## src/hdl/write_guard_pkg.sv

```systemverilog
// shared constants for the special register write guard
package write_guard_pkg;
  localparam int          ADDR_W          = 8;
  localparam int          DATA_W          = 8;
  // peripheral register addresses on the guard interface
  localparam logic [7:0]  ADDR_PROT_CMD   = 8'h00;
  localparam logic [7:0]  ADDR_POWER_SAVE = 8'h01;
  localparam logic [7:0]  ADDR_CLOCK_CTRL = 8'h02;
  localparam logic [7:0]  ADDR_WATCHDOG   = 8'h03;
  localparam logic [7:0]  ADDR_SYS_STATUS = 8'h04;
  localparam logic [7:0]  ADDR_PLAIN_REG  = 8'h05;
  // reset values
  localparam logic [7:0]  RST_POWER_SAVE  = 8'h00;
  localparam logic [7:0]  RST_CLOCK_CTRL  = 8'h00;
  localparam logic [7:0]  RST_WATCHDOG    = 8'h00;
  localparam logic [7:0]  RST_PLAIN_REG   = 8'h00;
  localparam logic [7:0]  CMD_READ_VALUE  = 8'h00;
  localparam int          PROT_ERR_BIT    = 0;
  localparam int          LOW_POWER_BIT   = 1;
  // bit operation codes
  typedef enum logic [1:0] {OP_STORE, OP_SET, OP_CLEAR, OP_INVERT} bus_op_e;
  // controller software port offsets
  localparam logic [3:0]  CTL_ADDR        = 4'h0;
  localparam logic [3:0]  CTL_DATA        = 4'h1;
  localparam logic [3:0]  CTL_GO          = 4'h2;
  localparam logic [3:0]  CTL_STATUS      = 4'h3;
  localparam logic [3:0]  CTL_RDATA       = 4'h4;
  localparam logic [3:0]  CTL_IRQ_STATUS  = 4'h5;
  localparam logic [3:0]  CTL_IRQ_MASK    = 4'h6;
  localparam logic [3:0]  CTL_SWREG       = 4'h7;
  // go register fields
  localparam int          GO_KIND_LO      = 0;
  localparam int          GO_OP_LO        = 2;
  localparam int          GO_BIT_LO       = 4;
  localparam logic [1:0]  KIND_READ       = 2'h0;
  localparam logic [1:0]  KIND_WRITE      = 2'h1;
  localparam logic [1:0]  KIND_PROTECTED  = 2'h2;
  localparam int          NOP_COUNT       = 5;
  localparam int          IRQ_DONE        = 0;
  localparam int          IRQ_ERR         = 1;
endpackage : write_guard_pkg

```

## src/hdl/guard_bus_if.sv

```systemverilog
// cpu-to-guard peripheral access interface
`timescale 1ns/1ps
`default_nettype none
interface guard_bus_if;
  import write_guard_pkg::*;
  logic                wr;      // one-cycle write strobe
  logic                rd;      // one-cycle read strobe
  logic [ADDR_W-1:0]   addr;
  logic [DATA_W-1:0]   wdata;
  bus_op_e             op;      // store or single-bit operation
  logic [2:0]          bit_sel;
  logic [DATA_W-1:0]   rdata;   // valid the cycle after rd
  logic                irq_hold; // interrupt acknowledge blocked

  modport device (input wr, rd, addr, wdata, op, bit_sel, output rdata, irq_hold);
  modport cpu    (output wr, rd, addr, wdata, op, bit_sel, input rdata, irq_hold);
endinterface : guard_bus_if
`default_nettype wire

```

## src/hdl/bit_op_merge.sv

```systemverilog
// applies a store or single-bit operation to a register value
`timescale 1ns/1ps
`default_nettype none
module bit_op_merge
  import write_guard_pkg::*;
(
  input  wire logic [DATA_W-1:0] old_value,
  input  wire logic [DATA_W-1:0] wdata,
  input  var  bus_op_e           op,
  input  wire logic [2:0]        bit_sel,
  output logic      [DATA_W-1:0] new_value
);
  // bit mask selects the one bit a bit operation touches
  logic [DATA_W-1:0] mask;
  always_comb begin
    mask      = '0;
    mask[bit_sel] = 1'b1;
    unique case (op)
      OP_STORE:  new_value = wdata;
      OP_SET:    new_value = old_value | mask;
      OP_CLEAR:  new_value = old_value & ~mask;
      OP_INVERT: new_value = old_value ^ mask;
    endcase
  end
endmodule : bit_op_merge
`default_nettype wire

```

## src/hdl/write_guard_device.sv

```systemverilog
// special register write guard, device end
//
// Operation
// - guard power save, clock, watchdog registers
// - cpu writes command then protected register
// - only first write after command counts
// - stores and bit operations both honoured
// - cpu runs five nops after write
// - five nops after low-power entry
// - protected registers read without unlock
// - no interrupt acknowledge on command store
// - command and protected stores back-to-back
// - command data ignored by device
// - command byte wide, reads return fixed filler
// - illegal sequence store flags error
// - protected write without command sets error
// - unprotected write after command sets error
// - writing zero clears error, wins
// - reads keep unlock for power, clock
`timescale 1ns/1ps
`default_nettype none
module write_guard_device
  import write_guard_pkg::*;
(
  input  wire logic              clock,
  input  wire logic              rst_n,
  guard_bus_if.device            bus,
  output logic [DATA_W-1:0]      power_save,
  output logic [DATA_W-1:0]      clock_ctrl,
  output logic [DATA_W-1:0]      watchdog_mode,
  output logic                   protection_error_flag
);
  // guarded slots, in the order of the three register outputs
  localparam int                           SLOTS      = 3;
  localparam int                           SLOT_POWER = 0;
  localparam int                           SLOT_CLOCK = 1;
  localparam int                           SLOT_WATCH = 2;
  localparam logic [SLOTS-1:0][ADDR_W-1:0] SLOT_ADDR  = {ADDR_WATCHDOG, ADDR_CLOCK_CTRL, ADDR_POWER_SAVE};
  localparam logic [SLOTS-1:0][DATA_W-1:0] SLOT_RESET = {RST_WATCHDOG, RST_CLOCK_CTRL, RST_POWER_SAVE};

  logic              unlocked;
  logic [DATA_W-1:0] plain_reg;
  logic [DATA_W-1:0] cur_value;
  logic [DATA_W-1:0] merged;
  logic [DATA_W-1:0] status_word;
  logic [DATA_W-1:0] read_value;
  logic [DATA_W-1:0] slot_value [SLOTS];
  wire  logic [SLOTS-1:0] slot_hit;
  logic              is_cmd;
  logic              is_prot;
  logic              is_status;
  logic              is_plain;
  logic              wr_cmd_store;
  logic              rd_drops_unlock;
  logic              wr_unlocked_ok;
  logic              err_locked;
  logic              err_unguarded;
  logic              err_zero_write;

  // address decode of the current strobe
  assign is_cmd    = bus.addr == ADDR_PROT_CMD;
  assign is_status = bus.addr == ADDR_SYS_STATUS;
  assign is_plain  = bus.addr == ADDR_PLAIN_REG;
  assign is_prot   = |slot_hit;

  // system status byte, flag in its own bit, the rest reads zero
  always_comb begin
    status_word               = '0;
    status_word[PROT_ERR_BIT] = protection_error_flag;
  end

  // old value of the addressed register, for bit operations
  always_comb begin
    unique case (bus.addr)
      ADDR_POWER_SAVE: cur_value = power_save;
      ADDR_CLOCK_CTRL: cur_value = clock_ctrl;
      ADDR_WATCHDOG:   cur_value = watchdog_mode;
      ADDR_SYS_STATUS: cur_value = status_word;
      ADDR_PLAIN_REG:  cur_value = plain_reg;
      default:         cur_value = '0;
    endcase
  end

  bit_op_merge bit_op_merge_inst (
    .old_value (cur_value),
    .wdata     (bus.wdata),
    .op        (bus.op),
    .bit_sel   (bus.bit_sel),
    .new_value (merged)
  );

  // events that move the one-shot unlock
  assign wr_cmd_store    = bus.wr && is_cmd && bus.op == OP_STORE; // whole bytes only
  assign rd_drops_unlock = bus.rd && bus.addr == ADDR_WATCHDOG;    // power, clock reads exempt
  assign wr_unlocked_ok  = bus.wr && is_prot && unlocked;

  assign err_locked      = bus.wr && is_prot && !unlocked;
  assign err_unguarded   = bus.wr && !is_prot && unlocked;
  assign err_zero_write  = bus.wr && is_status && !merged[PROT_ERR_BIT];

  always_ff @(posedge clock or negedge rst_n) begin
    if (!rst_n) begin
      unlocked <= 1'b0;
    end else if (bus.wr) begin
      // any write spends the unlock, only a command store re-arms it
      unlocked <= wr_cmd_store;
    end else if (rd_drops_unlock) begin
      unlocked <= 1'b0;
    end
  end

  for (genvar g = 0; g < SLOTS; g++) begin : g_slot
    assign slot_hit[g] = bus.addr == SLOT_ADDR[g];
    always_ff @(posedge clock or negedge rst_n) begin
      if (!rst_n) begin
        slot_value[g] <= SLOT_RESET[g];
      end else if (wr_unlocked_ok && slot_hit[g]) begin
        slot_value[g] <= merged;
      end
    end
  end

  // outputs taken straight from the slot flip-flops
  assign power_save    = slot_value[SLOT_POWER];
  assign clock_ctrl    = slot_value[SLOT_CLOCK];
  assign watchdog_mode = slot_value[SLOT_WATCH];

  // an ordinary unguarded register, a legal target for the error case
  always_ff @(posedge clock or negedge rst_n) begin
    if (!rst_n) begin
      plain_reg <= RST_PLAIN_REG;
    end else if (bus.wr && is_plain) begin
      plain_reg <= merged;
    end
  end

  always_ff @(posedge clock or negedge rst_n) begin
    if (!rst_n) begin
      protection_error_flag <= 1'b0;
    end else if (err_zero_write) begin
      protection_error_flag <= 1'b0;
    end else if (err_locked) begin
      protection_error_flag <= 1'b1;
    end else if (err_unguarded) begin
      protection_error_flag <= 1'b1;
    end
  end

  // command reads fixed filler, it holds nothing readable
  always_comb begin
    if (is_cmd) begin
      read_value = CMD_READ_VALUE;
    end else begin
      read_value = cur_value;
    end
  end

  always_ff @(posedge clock or negedge rst_n) begin
    if (!rst_n) begin
      bus.rdata <= '0;
    end else if (bus.rd) begin
      bus.rdata <= read_value;
    end
  end

  // block interrupt acknowledge after command store
  always_ff @(posedge clock or negedge rst_n) begin
    if (!rst_n) begin
      bus.irq_hold <= 1'b0;
    end else begin
      bus.irq_hold <= bus.wr && is_cmd;
    end
  end
endmodule : write_guard_device
`default_nettype wire

```

## src/flat_wrapper.sv

```systemverilog
// flat-port wrapper written by rule: the top's interface ports become plain ports
module write_guard_device_flat import write_guard_pkg::*;
  (clock, rst_n, power_save, clock_ctrl, watchdog_mode, protection_error_flag, bus_wr, bus_rd, bus_addr, bus_wdata, bus_op, bus_bit_sel, bus_rdata, bus_irq_hold);
  guard_bus_if bus_i ();
  input  wire logic clock;
  input  wire logic rst_n;
  output logic [DATA_W-1:0] power_save;
  output logic [DATA_W-1:0] clock_ctrl;
  output logic [DATA_W-1:0] watchdog_mode;
  output logic protection_error_flag;
  input wire logic [$bits(bus_i.wr)-1:0] bus_wr;
  input wire logic [$bits(bus_i.rd)-1:0] bus_rd;
  input wire logic [$bits(bus_i.addr)-1:0] bus_addr;
  input wire logic [$bits(bus_i.wdata)-1:0] bus_wdata;
  input wire logic [$bits(bus_i.op)-1:0] bus_op;
  input wire logic [$bits(bus_i.bit_sel)-1:0] bus_bit_sel;
  output wire logic [$bits(bus_i.rdata)-1:0] bus_rdata;
  output wire logic [$bits(bus_i.irq_hold)-1:0] bus_irq_hold;
  assign bus_i.wr = bus_wr;
  assign bus_i.rd = bus_rd;
  assign bus_i.addr = bus_addr;
  assign bus_i.wdata = bus_wdata;
  assign bus_i.op = bus_op;
  assign bus_i.bit_sel = bus_bit_sel;
  assign bus_rdata = bus_i.rdata;
  assign bus_irq_hold = bus_i.irq_hold;
  write_guard_device u_core (.clock(clock), .rst_n(rst_n), .bus(bus_i), .power_save(power_save), .clock_ctrl(clock_ctrl), .watchdog_mode(watchdog_mode), .protection_error_flag(protection_error_flag));
endmodule
```

## config.mk

```make
export PLATFORM = sky130hd
export DESIGN_NAME = write_guard_device_flat
export DESIGN_NICKNAME = d
export VERILOG_FILES = /design/src/hdl/write_guard_pkg.sv /design/src/hdl/guard_bus_if.sv /design/src/hdl/bit_op_merge.sv /design/src/hdl/write_guard_device.sv /design/src/flat_wrapper.sv
export SDC_FILE = /design/constraint.sdc
export NUM_CORES = 1
export LEC_CHECK = 0
export ABC_AREA = 1
export BUFFER_PORTS_ARGS = -buffer_cell sky130_fd_sc_hd__buf_2
export CORE_UTILIZATION = 55
export DETAILED_ROUTE_END_ITERATION = 8
export PLACE_DENSITY = 0.8
export REMOVE_ABC_BUFFERS = 1
export SYNTH_ARGS = -nofsm -noshare
export SYNTH_HDL_FRONTEND = slang
export SYNTH_HIERARCHICAL = 1
export SYNTH_SLANG_ARGS = --single-unit
```

## constraint.sdc

```tcl
create_clock -name clock -period 3 [get_ports clock]
set_input_delay 0.3 -clock clock [delete_from_list [all_inputs] [get_ports clock]]
set_output_delay 0.3 -clock clock [all_outputs]
set_load 0.005 [all_outputs]
```

Word level (Yosys, flattened, before mapping). Index checks and enable logic that the tools add are counted.

Flip-flop bits (word level): 43. Bits of input ports: 25. Output and inout port bits: 34.

$lt $le $gt $ge: 2. Equality and inequality tests: 8. Mux-type cells: 10. Bitwise logic cells: 4. Reductions and logical operators: 23.

Operator list (number): $pmux W8 S5 (1); $pmux W8 S4 (1); $eq A8 B2 Y1 const B (2); $eq A8 B3 Y1 const B (2); $logic_and A1 B1 Y1 (15); $and A8 B8 Y8 (1); $eq A8 B1 Y1 const B (1); $logic_not A8 Y1 (1); $mux W8 (1); $not A8 Y8 (1); $or A8 B8 Y8 (1); $xor A8 B8 Y8 (1); $mux W1 (6); $eq A2 B2 Y1 const B (2); $lt A3 B4 Y1 const B (1); $demux W1 S3 (1); $ge A3 B1 Y1 const B (1); $logic_not A1 Y1 (3); $reduce_bool A3 Y1 (1); $reduce_or A3 Y1 (1); $eq A2 B1 Y1 const B (1); $logic_not A2 Y1 (1); $reduce_bool A2 Y1 (1).

Depth between registers and ports, before layout.
Word-level depth: 10. Mapped depth: 16.

Modules after synthesis. The synthesis kept the hierarchy.

By module, submodules not included: write_guard_device (times used 1, cells an instance 241, area an instance 2163.3 µm², seq. area each 1076.0 µm²); bit_op_merge (times used 1, cells an instance 89, area an instance 593.1 µm², seq. area each 0.0 µm²).

Worst setup path after synthesis. Ideal clock, no wire load.

Kind: input port to flip-flop. Start: in bus_addr[6]. End: reg u_core.protection_error_flag. Library setup time: 0.113 ns. Data arrival time: 1.821 ns. Data required time: 2.887 ns. Setup slack: 1.066 ns. Stages on the path: 15. Cell sequence: inv_1 > nand2_2 > nor2_8 > buf_6 > nand3_1 > nand3_1 > or2_2 > inv_1 > ha_1 > nand3_1 > nand4_1 > inv_1 > nand4_1 > nand2_1 > inv_1.

Cells in the longest elaborated chain, start to end: 7. Elaborated cells on any way between the ends: 22. Classes of those cells: eq/ne: 5; mux: 4; bitwise: 3; reduce/logical: 10.

Ends and longest elaborated chain: start: declaration (RTL line flat_wrapper.sv:13) `input wire logic [$bits(bus_i.addr)-1:0] bus_addr;`; $eq A8 B3 Y1 (tied with other cells) (RTL line write_guard_device.sv:74) `unique case (bus.addr)`; $pmux W8 S5 (*) (RTL line write_guard_device.sv:74); named net u_core.cur_value[0] (RTL line write_guard_device.sv:43) `logic [DATA_W-1:0] cur_value;`; $xor A8 B8 Y8 (tied with other cells) (RTL line bit_op_merge.sv:22) `OP_INVERT: new_value = old_value ^ mask;`; $pmux W8 S4 (*) (RTL line bit_op_merge.sv:18) `unique case (op)`; named net u_core.merged[0] (RTL line write_guard_device.sv:44) `logic [DATA_W-1:0] merged;`; $logic_not A1 Y1 (*) (RTL line write_guard_device.sv:99) `assign err_zero_write = bus.wr && is_status && !merged[PROT_ERR_BIT];`; $logic_and A1 B1 Y1 (*) (RTL line write_guard_device.sv:99); $reduce_bool A3 Y1 (no line) or $mux W1 (tied branches); end signal: assignment (RTL line write_guard_device.sv:139) `protection_error_flag <= 1'b0;`; end signal: assignment (RTL line write_guard_device.sv:141) `protection_error_flag <= 1'b0;`; end signal: assignment (RTL line write_guard_device.sv:143) `protection_error_flag <= 1'b1;`; end: declaration (RTL line write_guard_device.sv:31) `output logic protection_error_flag`.

The timed path passes the listed nets; every way through them passes the cells marked *. A chain may end at the register's enable or synchronous reset.

Worst setup path in the final report.
Start: in bus_addr[3]. End: reg u_core.protection_error_flag.

Same word-level chain as after synthesis.

==> run_results.csv <==
group,metric,value,unit
sta,fin_crit,2080,ps
die,initial_core_util,57.6,%
detailed_routing,wl_per_cell,14.8,µm
sta,relSlewSlack,36.4,%
detailed_routing,route.detailed.drc,0,
yosys,netlist-cell-type-count,29,
final_layout,layout-drive-gt1-share,30.6,%
sta,setup_tns,0,ps
clock_network,cts_resized,0,
yosys,syn_inst,330,
sta,skew,3.46,ps
sta,finalSetupViolations,0,
yosys,synth_area_leader_cell,"dfrtp_1",
yosys,syn_area,2760,µm²
worst_setup_path,crit_arrival,2280,ps
global_routing,top_usage_layer,"met2",
die,rows,25,
global_routing,grt_pass1_wl,10700,µm
detailed_routing,routed_via_density,5.46,
min_path,hold_class,"in2async",
global_routing,track_usage,27.2,%
sta,final-hold-violation-count,0,
yosys,synth-seq-area-share,39.0,%
final_layout,antennaDiodeCount,0,
detailed_routing,drtPass1Iterations,4,
global_routing,grt_max_degree,44,
placement,place_ws,608,ps
worst_setup_path,end_kind,"register",
placement,dp.cells,444,
clock_network,cts-root-buf,"clkbuf_8",
clock_network,cts_sinks,43,
yosys,ys_ff_latch,43,
clock_network,cts_setup_buffers,0,
run_status,status,"finished, final reports clean",
yosys,yosys-top-cells-area,"dfrtp_1 39%, nand2_1 12%, nand3_1 8.9%, o21ai_2 7.6%, ha_1 7.3%",
worst_setup_path,crit_fanout,8,
clock_network,clk_latency,300,ps
detailed_routing,antenna_left,0,
final_layout,stdcell_count,452,
placement,place.gp.congestion,0.808,
power,p_leak,1.67,nW
clock_network,cts_tree,"done",
placement,portBuffers,58,
die,ios,59,
placement,placed_cell_area,3020,µm²
clock_network,cts_hold_buffers,0,
final_layout,layout.nets,425,
clock_network,clk_pin_slew_worst_paths,80,ps
sta,maxSlewViolCount,0,
die,die-height,72.8,µm
sta,tightestPinTransition,953,ps
die,core-area,4790,µm²
yosys,syn_avg_cell_area,8.35,µm²
power,powerDensity,344,nW/µm²
placement,hpwl,4880,µm
yosys,yosys_warnings,6,
sta,fmax,481,MHz
power,ir_worst_vdd,0.000215,V
detailed_routing,vias,2468,
final_layout,syn_to_final_growth,12.5,%
worst_setup_path,crit_type,"in2reg",
detailed_routing,detailedRoute.firstIterationViolations,188,
global_routing,grt_use_met3,5.25,%
final_layout,final_util,64.8,%
worst_setup_path,cp_data_required_time,3200,ps
clock_network,cts_buffer_depth,2,
global_routing,grt_pass1_vias,2327,
sta,setup_ws,921,ps
global_routing,antenna_found_initial,0,
sta,whs,145,ps
detailed_routing,drt_wl_total,6690,µm
die,die-width,72.8,µm
global_routing,overflow,0,
sta,rsz0062_at_grt,"no",
die,die_area,5300,µm²
clock_network,cts_inserted_buffers,5,
global_routing,use_met1,34.3,%
yosys,yosysTopAreaCellShare,39.0,%
clock_network,htreeDepth,2,
final_layout,finalInstanceArea,3100,µm²
run,cap_violations,0,
sta,fin_crit_sh,69.3,%
global_routing,grtUsageMet2,45.0,%
power,power,1.07,mW
worst_setup_path,start_kind,"primary input",
-- cells in the final DEF (no fill, tap or decap), drive strengths merged --
master / netlist / routed
dfrtp: 43 / 43
inv: 43 / 43
nor2: 10 / 10
nor3: 1 / 1
nand2: 98 / 98
or2: 1 / 1
nand3: 53 / 53
o211ai: 1 / 1
nor4: 1 / 1
o21bai: 1 / 1
nand4: 16 / 16
o2111ai: 1 / 1
o21ai: 32 / 32
clkinv: 1 / 2
buf: 10 / 58
ha: 16 / 16
nand3b: 1 / 1
clkbuf: 1 / 7
-- worst max-delay path, cell delays in order --
cell	delay, ps
buf_2	90
inv_1	70
nand2_2	130
nor2_2	340
nand3_1	120
nand3_1	120
or2_2	130
inv_1	40
ha_1	280
nand3_1	80
nand4_1	90
inv_1	200
nand4_1	130
nand2_1	100
inv_1	40
-- cell families after synthesis --
| logic type | share of synthesized area (%) |
|---|---|
| adder cells (fa/ha/maj) | 7.26 |
| flip-flops | 39.0 |
| buffers and inverters | 10.3 |
| AND/OR/NAND/NOR | 33.5 |
| AO/OA/AOI/OAI | 9.94 |
-- power breakdown --
group / internal (mW) / switching (mW)
combinational: 0.0342 / 0.0867
sequential: 0.584 / 0.00362
clock: 0.164 / 0.195
total: 0.782 / 0.286
-- Yosys cell counts, drive strengths merged --
master	count
inv	43
or2	1
nor2	10
dfrtp	43
clkbuf	1
o211ai	1
o21ai	32
nor4	1
o21bai	1
nand2	98
nand3b	1
nand4	16
buf	10
nand3	53
nor3	1
o2111ai	1
ha	16
clkinv	1
-- layout make-up --
| class | instances | area [µm²] |
|---|---|---|
| clock buffer | 7 | 76.3 |
| inverter | 44 | 173 |
| sequential | 43 | 1080 |
| multi-input combinational | 232 | 1400 |
| fill | 417 | 1680 |
| timing repair buffer | 58 | 290 |
| clock inverter | 1 | 5.00 |
| tap | 67 | 83.8 |
-- path summary, 6_finish.rpt --
| kind | cells past startpoint | from | slack (ps) | to |
|---|---|---|---|---|
| min in group clock | 3 | bus_rd | 330 | u_core/bus.rdata[6] |
| max in group asynchronous | 1 | rst_n | 2270 | u_core/power_save[3] |
| hold / removal | 1 | rst_n | 150 | u_core/clock_ctrl[6] |
| setup / recovery | 15 | bus_addr[3] | 920 | u_core/protection_error_flag |
| setup reg to reg | 11 | u_core/clock_ctrl[0] | 1080 | u_core/protection_error_flag |
| hold reg to reg | 2 | u_core/bus.rdata[5] | 480 | u_core/bus.rdata[5] |
-- layer usage --
| layer | up-vias | wire length, µm |
|---|---|---|
| li1 | 1191 | - |
| met1 | 1151 | 2790 |
| met4 | 0 | 187 |
| met2 | 112 | 3240 |
| met5 | - | 0 |
| met3 | 14 | 473 |
(Power assumes the default switching activity.)
